**src/rtl/iod_pkg.sv**
```systemverilog
package iod_pkg;

    // ************************************************************
    // Register page offsets (5-bit page address)
    // ************************************************************
    localparam logic [4:0] ADDR_PORT_A = 5'h00;
    localparam logic [4:0] ADDR_PORT_B = 5'h01;
    localparam logic [4:0] ADDR_PORT_C = 5'h02;
    localparam logic [4:0] ADDR_PORT_D = 5'h03;
    localparam logic [4:0] ADDR_EXT_FIRST = 5'h04;
    localparam logic [4:0] ADDR_EXT_LAST = 5'h0f;
    localparam logic [4:0] ADDR_ALL_ONES = 5'h10;
    localparam logic [4:0] ADDR_IRQ_FLAGS = 5'h11;
    localparam logic [4:0] ADDR_IRQ_ENABLES = 5'h12;
    localparam logic [4:0] ADDR_MODE_CTRL = 5'h14;
    localparam logic [4:0] ADDR_SER_CTRL = 5'h15;
    localparam logic [4:0] ADDR_SER_STATUS = 5'h16;
    localparam logic [4:0] ADDR_SER_DATA = 5'h17;
    localparam logic [4:0] ADDR_T1_LATCH_LO = 5'h18;
    localparam logic [4:0] ADDR_T1_LOW_CLR = 5'h19;
    localparam logic [4:0] ADDR_T1_HIGH_LOAD = 5'h1a;
    localparam logic [4:0] ADDR_T1_COUNT_LO = 5'h1b;
    localparam logic [4:0] ADDR_T2_LATCH_LO = 5'h1c;
    localparam logic [4:0] ADDR_T2_LOW_CLR = 5'h1d;
    localparam logic [4:0] ADDR_T2_HIGH_LOAD = 5'h1e;
    localparam logic [4:0] ADDR_T2_COUNT_LO = 5'h1f;

    // ************************************************************
    // Field positions, fixed values and reset values
    // ************************************************************
    localparam int SER_WR_BIT_LO = 4;
    localparam int SER_WR_BIT_HI = 5;
    localparam logic [7:0] ALL_ONES_VALUE = 8'hff;
    localparam logic [7:0] UNMAPPED_VALUE = 8'h00;
    localparam logic [7:0] RESET_BYTE = 8'h00;
    localparam logic [1:0] SER_BITS_RESET = 2'h0;

    // ************************************************************
    // Timing: external read waits out the two-stage pin synchroniser
    // ************************************************************
    localparam logic [1:0] EXT_RD_WAIT = 2'h3;

    // ************************************************************
    // Carriers
    // ************************************************************
    typedef struct packed {
        logic sel;
        logic wr;
        logic [4:0] addr;
        logic [7:0] wdata;
    } iod_req_t;

    typedef struct packed {
        logic [7:0] hi;
        logic [7:0] lo;
    } iod_word_t;

    typedef struct packed {
        logic load;
        logic flag_clr;
    } iod_tmr_cmd_t;

endpackage : iod_pkg

```
**src/rtl/iod_regs.sv**
```systemverilog
`timescale 1ns/100ps
// Notes on behaviour
// - Writing 0x1E loads timer two's upper latch byte, moves the latch into its counter and clears its flag.
// - Writing 0x1D loads timer two's upper latch byte and copies the latch into latch C; 0x1C loads the low byte.
// - Writing 0x1A loads timer one's upper latch byte, loads its counter, clears its flag; 0x19/0x18 load only.
// - Reading 0x1F and 0x1D returns timer two's low count, 0x1E its high count, and 0x1D also clears its flag.
// - Reading 0x1B and 0x19 returns timer one's low count, 0x1A its high count, and 0x19 also clears its flag.
// - Address 0x17 reads the serial receive data and writes the separate serial transmit data.
// - The serial status at 0x16 reads in full while writes change only bits 4 and 5.
// - Serial control at 0x15 and mode control at 0x14 are plain read/write registers.
// - Addresses 0x04 to 0x0F are not internal and run as read or write cycles on the external data bus.
module iod_regs (
    input wire logic core_clk_i,
    input wire logic nrst_i,
    input wire iod_pkg::iod_req_t req_i,
    output logic busy_o,
    output logic ack_o,
    output logic [7:0] rdata_o,
    output logic ext_rd_o,
    output logic ext_wr_o,
    output logic [4:0] ext_addr_o,
    output logic [7:0] ext_wdata_o,
    input wire logic [7:0] ext_rdata_i,
    output logic [7:0] port_a_o,
    output logic [7:0] port_b_o,
    output logic [7:0] port_c_o,
    output logic [7:0] port_d_o,
    input wire logic [7:0] irq_flags_i,
    output logic [7:0] irq_enables_o,
    output logic [7:0] mode_ctrl_o,
    output logic [7:0] ser_ctrl_o,
    input wire logic [7:0] ser_status_i,
    output logic [1:0] ser_status_bits_o,
    input wire logic [7:0] ser_rx_data_i,
    output logic ser_rx_read_o,
    output logic [7:0] ser_tx_data_o,
    output logic ser_tx_load_o,
    output iod_pkg::iod_word_t t1_latch_o,
    output iod_pkg::iod_tmr_cmd_t t1_cmd_o,
    input wire iod_pkg::iod_word_t t1_count_i,
    output iod_pkg::iod_word_t t2_latch_o,
    output iod_pkg::iod_word_t t2_latch_c_o,
    output iod_pkg::iod_tmr_cmd_t t2_cmd_o,
    input wire iod_pkg::iod_word_t t2_count_i
);

    // ************************************************************
    // Access decode
    // ************************************************************
    logic [1:0] ext_wait_reg;
    logic [7:0] ext_sync1_reg;
    logic [7:0] ext_sync2_reg;
    logic take;
    logic wr;
    logic rd;
    logic is_ext;
    logic [7:0] rd_mux;

    // A new request is ignored while an external read is still waiting
    assign take = req_i.sel && (ext_wait_reg == 2'h0);
    assign wr = take && req_i.wr;
    assign rd = take && !req_i.wr;
    assign is_ext = (req_i.addr >= iod_pkg::ADDR_EXT_FIRST) && (req_i.addr <= iod_pkg::ADDR_EXT_LAST);

    // ************************************************************
    // Read multiplexer
    // ************************************************************
    // Counters are sampled straight from the timer logic on the same clock
    always_comb begin
        unique case (req_i.addr)
            iod_pkg::ADDR_PORT_A: rd_mux = port_a_o;
            iod_pkg::ADDR_PORT_B: rd_mux = port_b_o;
            iod_pkg::ADDR_PORT_C: rd_mux = port_c_o;
            iod_pkg::ADDR_PORT_D: rd_mux = port_d_o;
            iod_pkg::ADDR_ALL_ONES: rd_mux = iod_pkg::ALL_ONES_VALUE;
            iod_pkg::ADDR_IRQ_FLAGS: rd_mux = irq_flags_i;
            iod_pkg::ADDR_IRQ_ENABLES: rd_mux = irq_enables_o;
            iod_pkg::ADDR_MODE_CTRL: rd_mux = mode_ctrl_o;
            iod_pkg::ADDR_SER_CTRL: rd_mux = ser_ctrl_o;
            iod_pkg::ADDR_SER_STATUS: begin
                rd_mux = {ser_status_i[7:6], ser_status_bits_o, ser_status_i[3:0]};
            end
            iod_pkg::ADDR_SER_DATA: rd_mux = ser_rx_data_i;
            iod_pkg::ADDR_T1_LOW_CLR: rd_mux = t1_count_i.lo;
            iod_pkg::ADDR_T1_HIGH_LOAD: rd_mux = t1_count_i.hi;
            iod_pkg::ADDR_T1_COUNT_LO: rd_mux = t1_count_i.lo;
            iod_pkg::ADDR_T2_LOW_CLR: rd_mux = t2_count_i.lo;
            iod_pkg::ADDR_T2_HIGH_LOAD: rd_mux = t2_count_i.hi;
            iod_pkg::ADDR_T2_COUNT_LO: rd_mux = t2_count_i.lo;
            default: rd_mux = iod_pkg::UNMAPPED_VALUE; // Write-only, reserved, external
        endcase
    end

    // ************************************************************
    // Bus answer
    // ************************************************************
    // Internal accesses and external writes answer at the next edge
    always_ff @(posedge core_clk_i or negedge nrst_i) begin
        if (!nrst_i) begin
            ack_o <= 1'b0;
            rdata_o <= iod_pkg::RESET_BYTE;
        end else if (ext_wait_reg == 2'h1) begin
            ack_o <= 1'b1;
            rdata_o <= ext_sync2_reg;
        end else if (take && !(rd && is_ext)) begin
            ack_o <= 1'b1;
            rdata_o <= req_i.wr ? iod_pkg::UNMAPPED_VALUE : rd_mux;
        end else begin
            ack_o <= 1'b0;
        end
    end

    // ************************************************************
    // External data bus cycles
    // ************************************************************
    // Read strobe is held while the pin data walks through the synchroniser
    always_ff @(posedge core_clk_i or negedge nrst_i) begin
        if (!nrst_i) begin
            ext_wait_reg <= 2'h0;
            ext_rd_o <= 1'b0;
            ext_wr_o <= 1'b0;
            ext_addr_o <= 5'h00;
            ext_wdata_o <= iod_pkg::RESET_BYTE;
            busy_o <= 1'b0;
        end else begin
            ext_wr_o <= wr && is_ext;
            if (take && is_ext) begin
                ext_addr_o <= req_i.addr;
                ext_wdata_o <= req_i.wdata;
            end
            if (rd && is_ext) begin
                ext_wait_reg <= iod_pkg::EXT_RD_WAIT;
                ext_rd_o <= 1'b1;
                busy_o <= 1'b1;
            end else if (ext_wait_reg != 2'h0) begin
                ext_wait_reg <= ext_wait_reg - 2'h1;
                ext_rd_o <= (ext_wait_reg != 2'h1);
                busy_o <= (ext_wait_reg != 2'h1);
            end
        end
    end

    // Pin data passes two flops; only the second is read by the answer
    always_ff @(posedge core_clk_i or negedge nrst_i) begin
        if (!nrst_i) begin
            ext_sync1_reg <= iod_pkg::RESET_BYTE;
            ext_sync2_reg <= iod_pkg::RESET_BYTE;
        end else begin
            ext_sync1_reg <= ext_rdata_i;
            ext_sync2_reg <= ext_sync1_reg;
        end
    end

    // ************************************************************
    // Port, interrupt enable, mode and serial registers
    // ************************************************************
    always_ff @(posedge core_clk_i or negedge nrst_i) begin
        if (!nrst_i) begin
            port_a_o <= iod_pkg::RESET_BYTE;
            port_b_o <= iod_pkg::RESET_BYTE;
            port_c_o <= iod_pkg::RESET_BYTE;
            port_d_o <= iod_pkg::RESET_BYTE;
            irq_enables_o <= iod_pkg::RESET_BYTE;
            mode_ctrl_o <= iod_pkg::RESET_BYTE;
            ser_ctrl_o <= iod_pkg::RESET_BYTE;
            ser_status_bits_o <= iod_pkg::SER_BITS_RESET;
            ser_tx_data_o <= iod_pkg::RESET_BYTE;
        end else if (wr) begin
            unique case (req_i.addr)
                iod_pkg::ADDR_PORT_A: port_a_o <= req_i.wdata;
                iod_pkg::ADDR_PORT_B: port_b_o <= req_i.wdata;
                iod_pkg::ADDR_PORT_C: port_c_o <= req_i.wdata;
                iod_pkg::ADDR_PORT_D: port_d_o <= req_i.wdata;
                iod_pkg::ADDR_IRQ_ENABLES: irq_enables_o <= req_i.wdata;
                iod_pkg::ADDR_MODE_CTRL: mode_ctrl_o <= req_i.wdata;
                iod_pkg::ADDR_SER_CTRL: ser_ctrl_o <= req_i.wdata;
                iod_pkg::ADDR_SER_STATUS: begin
                    ser_status_bits_o <= req_i.wdata[iod_pkg::SER_WR_BIT_HI:iod_pkg::SER_WR_BIT_LO];
                end
                iod_pkg::ADDR_SER_DATA: ser_tx_data_o <= req_i.wdata;
                default: begin
                end
            endcase
        end
    end

    // Serial side effects: one-cycle pulses to the serial unit
    always_ff @(posedge core_clk_i or negedge nrst_i) begin
        if (!nrst_i) begin
            ser_rx_read_o <= 1'b0;
            ser_tx_load_o <= 1'b0;
        end else begin
            ser_rx_read_o <= rd && (req_i.addr == iod_pkg::ADDR_SER_DATA);
            ser_tx_load_o <= wr && (req_i.addr == iod_pkg::ADDR_SER_DATA);
        end
    end

    // ************************************************************
    // Timer latches and strobes
    // ************************************************************
    // Latch C takes the latch with the new upper byte already merged in
    always_ff @(posedge core_clk_i or negedge nrst_i) begin
        if (!nrst_i) begin
            t1_latch_o <= '0;
            t2_latch_o <= '0;
            t2_latch_c_o <= '0;
        end else if (wr) begin
            unique case (req_i.addr)
                iod_pkg::ADDR_T1_LATCH_LO: t1_latch_o.lo <= req_i.wdata;
                iod_pkg::ADDR_T1_LOW_CLR: t1_latch_o.hi <= req_i.wdata;
                iod_pkg::ADDR_T1_HIGH_LOAD: t1_latch_o.hi <= req_i.wdata;
                iod_pkg::ADDR_T2_LATCH_LO: t2_latch_o.lo <= req_i.wdata;
                iod_pkg::ADDR_T2_LOW_CLR: begin
                    t2_latch_o.hi <= req_i.wdata;
                    t2_latch_c_o <= {req_i.wdata, t2_latch_o.lo};
                end
                iod_pkg::ADDR_T2_HIGH_LOAD: t2_latch_o.hi <= req_i.wdata;
                default: begin
                end
            endcase
        end
    end

    // Load and flag-clear pulses; the timers let a same-cycle underflow win
    always_ff @(posedge core_clk_i or negedge nrst_i) begin
        if (!nrst_i) begin
            t1_cmd_o <= '0;
            t2_cmd_o <= '0;
        end else begin
            t1_cmd_o.load <= wr && (req_i.addr == iod_pkg::ADDR_T1_HIGH_LOAD);
            t1_cmd_o.flag_clr <= (wr && (req_i.addr == iod_pkg::ADDR_T1_HIGH_LOAD))
                || (rd && (req_i.addr == iod_pkg::ADDR_T1_LOW_CLR));
            t2_cmd_o.load <= wr && (req_i.addr == iod_pkg::ADDR_T2_HIGH_LOAD);
            t2_cmd_o.flag_clr <= (wr && (req_i.addr == iod_pkg::ADDR_T2_HIGH_LOAD))
                || (rd && (req_i.addr == iod_pkg::ADDR_T2_LOW_CLR));
        end
    end

    // ************************************************************
    // Checks
    // ************************************************************
    property p_t2_reload;
        @(posedge core_clk_i) disable iff (!nrst_i)
        (wr && req_i.addr == iod_pkg::ADDR_T2_HIGH_LOAD)
            |=> (t2_cmd_o.load && t2_cmd_o.flag_clr && t2_latch_o.hi == $past(req_i.wdata));
    endproperty
    a_t2_reload: assert property (p_t2_reload) else $error("timer two reload missing");

    property p_t2_latch_c;
        @(posedge core_clk_i) disable iff (!nrst_i)
        (wr && req_i.addr == iod_pkg::ADDR_T2_LOW_CLR)
            |=> (t2_latch_c_o == {$past(req_i.wdata), t2_latch_o.lo} && !t2_cmd_o.load);
    endproperty
    a_t2_latch_c: assert property (p_t2_latch_c) else $error("latch C copy wrong");

    property p_t1_upper_only;
        @(posedge core_clk_i) disable iff (!nrst_i)
        (wr && (req_i.addr == iod_pkg::ADDR_T1_LOW_CLR || req_i.addr == iod_pkg::ADDR_T1_LATCH_LO))
            |=> (!t1_cmd_o.load && !t1_cmd_o.flag_clr);
    endproperty
    a_t1_upper_only: assert property (p_t1_upper_only) else $error("timer one loaded by latch write");

    property p_t1_reload;
        @(posedge core_clk_i) disable iff (!nrst_i)
        (wr && req_i.addr == iod_pkg::ADDR_T1_HIGH_LOAD) |=> (t1_cmd_o.load && t1_cmd_o.flag_clr)
            // Back-to-back reload writes are legal, so a second pulse is fine only after a second write
            ##1 (!t1_cmd_o.load || $past(wr && req_i.addr == iod_pkg::ADDR_T1_HIGH_LOAD));
    endproperty
    a_t1_reload: assert property (p_t1_reload) else $error("timer one reload pulse wrong");

    property p_t2_read_clr;
        @(posedge core_clk_i) disable iff (!nrst_i)
        (rd && req_i.addr == iod_pkg::ADDR_T2_LOW_CLR)
            |=> (ack_o && rdata_o == $past(t2_count_i.lo) && t2_cmd_o.flag_clr && !t2_cmd_o.load);
    endproperty
    a_t2_read_clr: assert property (p_t2_read_clr) else $error("timer two read clear wrong");

    property p_t1_read_hi;
        @(posedge core_clk_i) disable iff (!nrst_i)
        (rd && req_i.addr == iod_pkg::ADDR_T1_HIGH_LOAD)
            |=> (rdata_o == $past(t1_count_i.hi) && !t1_cmd_o.flag_clr);
    endproperty
    a_t1_read_hi: assert property (p_t1_read_hi) else $error("timer one high read wrong");

    property p_ser_data;
        @(posedge core_clk_i) disable iff (!nrst_i)
        (wr && req_i.addr == iod_pkg::ADDR_SER_DATA)
            |=> (ser_tx_load_o && !ser_rx_read_o && ser_tx_data_o == $past(req_i.wdata));
    endproperty
    a_ser_data: assert property (p_ser_data) else $error("transmit data write wrong");

    property p_ser_status;
        @(posedge core_clk_i) disable iff (!nrst_i)
        (wr && req_i.addr == iod_pkg::ADDR_SER_STATUS)
            |=> (ser_status_bits_o == $past(req_i.wdata[5:4]) && $stable(ser_ctrl_o));
    endproperty
    a_ser_status: assert property (p_ser_status) else $error("status write bits wrong");

    property p_mode_rw;
        @(posedge core_clk_i) disable iff (!nrst_i)
        (wr && req_i.addr == iod_pkg::ADDR_MODE_CTRL) ##1 (rd && req_i.addr == iod_pkg::ADDR_MODE_CTRL)
            |=> (rdata_o == $past(req_i.wdata, 2));
    endproperty
    a_mode_rw: assert property (p_mode_rw) else $error("mode control readback wrong");

    property p_ext_read;
        @(posedge core_clk_i) disable iff (!nrst_i)
        (rd && is_ext) |=> (ext_rd_o && busy_o && !ack_o) [*3] ##1 (ack_o && !ext_rd_o);
    endproperty
    a_ext_read: assert property (p_ext_read) else $error("external read cycle wrong");

    // A request offered while an external read waits must leave no trace
    property p_busy_refuse;
        @(posedge core_clk_i) disable iff (!nrst_i)
        (req_i.sel && busy_o) |=> (!ext_wr_o && !ser_tx_load_o && $stable(port_a_o));
    endproperty
    a_busy_refuse: assert property (p_busy_refuse) else $error("request taken while busy");

    property p_all_ones;
        @(posedge core_clk_i) disable iff (!nrst_i)
        (rd && req_i.addr == iod_pkg::ADDR_ALL_ONES) |=> (ack_o && rdata_o == 8'hff);
    endproperty
    a_all_ones: assert property (p_all_ones) else $error("all-ones read wrong");

    property p_port_write;
        @(posedge core_clk_i) disable iff (!nrst_i)
        (wr && req_i.addr == iod_pkg::ADDR_PORT_C) |=> (port_c_o == $past(req_i.wdata) && !ext_wr_o);
    endproperty
    a_port_write: assert property (p_port_write) else $error("port write wrong");

    c_t2_reload: cover property (@(posedge core_clk_i) disable iff (!nrst_i) t2_cmd_o.load);
    c_ext_read: cover property (@(posedge core_clk_i) disable iff (!nrst_i) (ext_wait_reg == 2'h1));
    c_t1_read_clr: cover property (@(posedge core_clk_i) disable iff (!nrst_i)
        (rd && req_i.addr == iod_pkg::ADDR_T1_LOW_CLR));
    c_ext_write: cover property (@(posedge core_clk_i) disable iff (!nrst_i) ext_wr_o);

endmodule : iod_regs

```
**config.mk**
```make
export PLATFORM = sky130hd
export DESIGN_NAME = iod_regs
export DESIGN_NICKNAME = d
export VERILOG_FILES = /design/src/rtl/iod_pkg.sv /design/src/rtl/iod_regs.sv
export SDC_FILE = /design/constraint.sdc
export NUM_CORES = 1
export LEC_CHECK = 0
export BUFFER_PORTS_ARGS = -buffer_cell sky130_fd_sc_hd__buf_2
export CORE_MARGIN = 4
export CORE_UTILIZATION = 41
export DETAILED_ROUTE_END_ITERATION = 16
export GPL_TIMING_DRIVEN = 1
export PLACE_DENSITY = 0.66
export SYNTH_ARGS = -nofsm -noshare
export SYNTH_HDL_FRONTEND = slang
export SYNTH_SLANG_ARGS = --single-unit
```
**constraint.sdc**
```tcl
create_clock -name core_clk_i -period 6.28 [get_ports core_clk_i]
set_input_delay 1.57 -clock core_clk_i [delete_from_list [all_inputs] [get_ports core_clk_i]]
set_output_delay 1.57 -clock core_clk_i [all_outputs]
set_load 0.005 [all_outputs]
```
==> out/metrics.yaml <==
floorplanning:
  rows: 48
  core_area_mm2: 0.0173
  initial_core_util: 0.417
  die_x_um: 141
  design.die.area_mm2: 0.0198
  fp.dieH_um: 141
  ios: 226
pwr:
  p_int_mw: 2.15
  switchingPower_mw: 0.845
  max-vdd-ir-drop_v: 0.000195
  pwr-share-seq: 0.438
  p_clk_frac: 0.360
  p_leak_nw: 4.76
  power_density_mw_per_mm2: 331
  p_total_mw: 3.00
  p_sw_frac: 0.282
  p_comb_frac: 0.202
timing:
  slew_headroom: 0.295
  final_max_slew_viol_count: 0
  finClkSkew_ns: 0.0100
  worstMarginPinSlew_ns: 1.03
  setup_viol: 0
  post-route-min-period_ns: 3.69
  rsz0062_at_grt: "no"
  max_freq_ghz: 0.271
  setup-tns-final_ns: 0
  min_period_over_period: 0.588
  final_hold_viol_count: 0
worst_setup_path:
  cp_slowest_cell: "a2111oi_0"
  rr_startpoint: "ext_wait_reg[0]"
  start_kind: "input port"
  critPathLaunch: "req_i[10]"
  crit_required_ns: 6.53
  slowest_delay_ns: 0.83
  critPathCaptureType: "register"
  worstPathArrival_ns: 3.94
  worst-setup-path-type: "input port to register"
  crit_chain: "buf_2 -> and2_0 -> and2_4 -> a32o_1 -> a2111oi_0 -> o221ai_1"
  critical_path.max_fanout: 21
cells_and_area:
  finalCoreUtilization: 0.524
  finalNonFillerCells: 998
  top_regs: "t1_latch_o x16, t2_latch_c_o x16, t2_latch_o x16"
  final_common_cell: "buf_2"
  fill_cells: 1527
  syn2layout_area_growth_pct: 25.7
  final_nets: 841
  final_cell_area_mm2: 0.00907
  drive_above_1_share: 0.524
  layout_common_cells: "buf_2, dfrtp_1, mux2_2"
clock_tree:
  cts_num_sinks: 162
  worstSkewPairLatency_ns: 0.42
  numCtsBuffers: 17
  clk_pin_slew_ns: 0.06
  cts_tree: "yes"
  h-tree-depth: 4
  clock_path_buffers: 2
  ctsRootBufferMaster: "clkbuf_16"
  post-cts-setup-buffers: 0
  ctsResizeCount: 0
  cts_hold_buf: 0
drt:
  ant_nets: 0
  wl_um: 22900
  wl_per_cell_um: 22.9
  drc_errors: 0
  dr.pass1.iters: 4
  vias: 5580
  drt_iter0_markers: 314
  via_per_inst: 5.59
yosys:
  yosys_warnings: 0
  async_flop_share: 1.00
  ys_types: 60
  postSynthCellCount: 552
  synth_ff_type: "dfrtp_1"
  synth_nets: 635
  ys_seq_area_frac: 0.562
  synthesis.area_mm2: 0.00721
  synth-edff-count: 0
  synth_seq_cells: 162
  syn_avg_cell_area_um2: 13.1
status:
  status: "completed"
placed_design:
  dpl-instance-area_mm2: 0.00844
  dp.cells: 964
  portBuffers: 223
  detailed_place_hpwl_um: 16700
  place.gp.congestion: 0.827
global_routing:
  grt_pass1_vias: 5949
  use_met3: 0.0818
  antenna_found_initial: 3
  grt_pass1_wl_um: 34500
  grt_max_degree: 114
  grtUsageMet2: 0.368
  overflow: 0
  use_met1: 0.289
  busiest_layer: "met2"
  grt_util_all_layers: 0.230
flow_run:
  maxCapViolCount: 0
worst_hold_path:
  hold_path_class: "register to register"
  worstHoldStart: "ext_sync1_reg[0]"
worst max-delay path, delay by kind of cell:
| family | cells | cell delay (ns) |
|---|---|---|
| AO/OA/AOI/OAI | 3 | 1.24 |
| AND/OR/NAND/NOR | 2 | 0.89 |
| buffers and inverters | 1 | 0.22 |
synthesized netlist by cell type (all sizes together), types with 3 or more instances:
master,instances,share of area
o21ai,11,0.0076
o22ai,6,0.0052
inv,5,0.0026
o2bb2ai,3,0.0036
a32o,3,0.0042
clkbuf,15,0.0078
nor4,4,0.0056
nand3b,8,0.0083
a21oi,12,0.0083
and2,9,0.0082
buf,25,0.021
nand2b,3,0.0026
dfrtp,162,0.56
o211ai,4,0.0055
and3,8,0.0069
mux2i,10,0.014
a22oi,11,0.011
o221ai,3,0.0036
nand4,3,0.0026
o31a,3,0.0036
mux2,134,0.21
nor2b,12,0.010
nand2,25,0.013
a2111oi,5,0.0078
nor2,13,0.0075
nand3,14,0.0097
nor3,6,0.0049
a22o,3,0.0036
layer usage:
metal,wire [µm],part of all wire
met2,10800,0.47
met3,1990,0.087
met4,618,0.027
met1,9470,0.41
met5,12,0.00052
through the flow:
| stage | hold slack, ns | setup slack [ns] |
|---|---|---|
| 6_report | 0.355 | 2.59 |
| 3_5_place_dp | 0.336 | 2.16 |
| 5_1_grt | 0.368 | 2.52 |
| 4_1_cts | 0.357 | 2.63 |
| 2_1_floorplan | 0.331 | 3.28 |
| 3_3_place_gp | 0.343 | 2.25 |
power groups by stage:
stage	clock network (mW)	registers, mW	logic [mW]
floorplan	0	1.33	0.299
global placement	0	1.32	0.590
detailed placement	0	1.33	0.608
CTS	1.10	1.31	0.612
global route	1.14	1.33	0.663
finish	1.08	1.31	0.605
cells by family after synthesis:
group	synth area share
flip-flops	0.562
multiplexers	0.224
AND/OR/NAND/NOR	0.0904
AO/OA/AOI/OAI	0.0878
buffers and inverters	0.0310
adder cells (fa/ha/maj)	0.00347
XOR/XNOR	0.00121
layout make-up:
type / instances / area (µm²) / share of cell area
multi-input cells: 345 / 2940 / 0.324
clock inverters: 15 / 198 / 0.0218
repair buffers: 227 / 1150 / 0.127
clock buffers: 17 / 425 / 0.0469
flip-flops and latches: 162 / 4050 / 0.447
inverters: 5 / 18.8 / 0.00207
well taps: 225 / 282 / 0.0310
diodes: 2 / 5.00 / 0.000552
path summary, 6_finish.rpt:
kind	endpoint	slack (ns)	cells after the start
setup / recovery	rdata_o[6]	2.59	6
hold / removal	ext_sync2_reg[0]	0.35	0
setup reg to reg	t2_latch_c_o[14]	3.78	5
hold reg to reg	ext_sync2_reg[0]	0.35	0
max in group asynchronous	irq_enables_o[1]	3.77	2
min in group asynchronous	ser_tx_load_o	1.27	1
No activity file was read; power rests on OpenSTA's default activity.
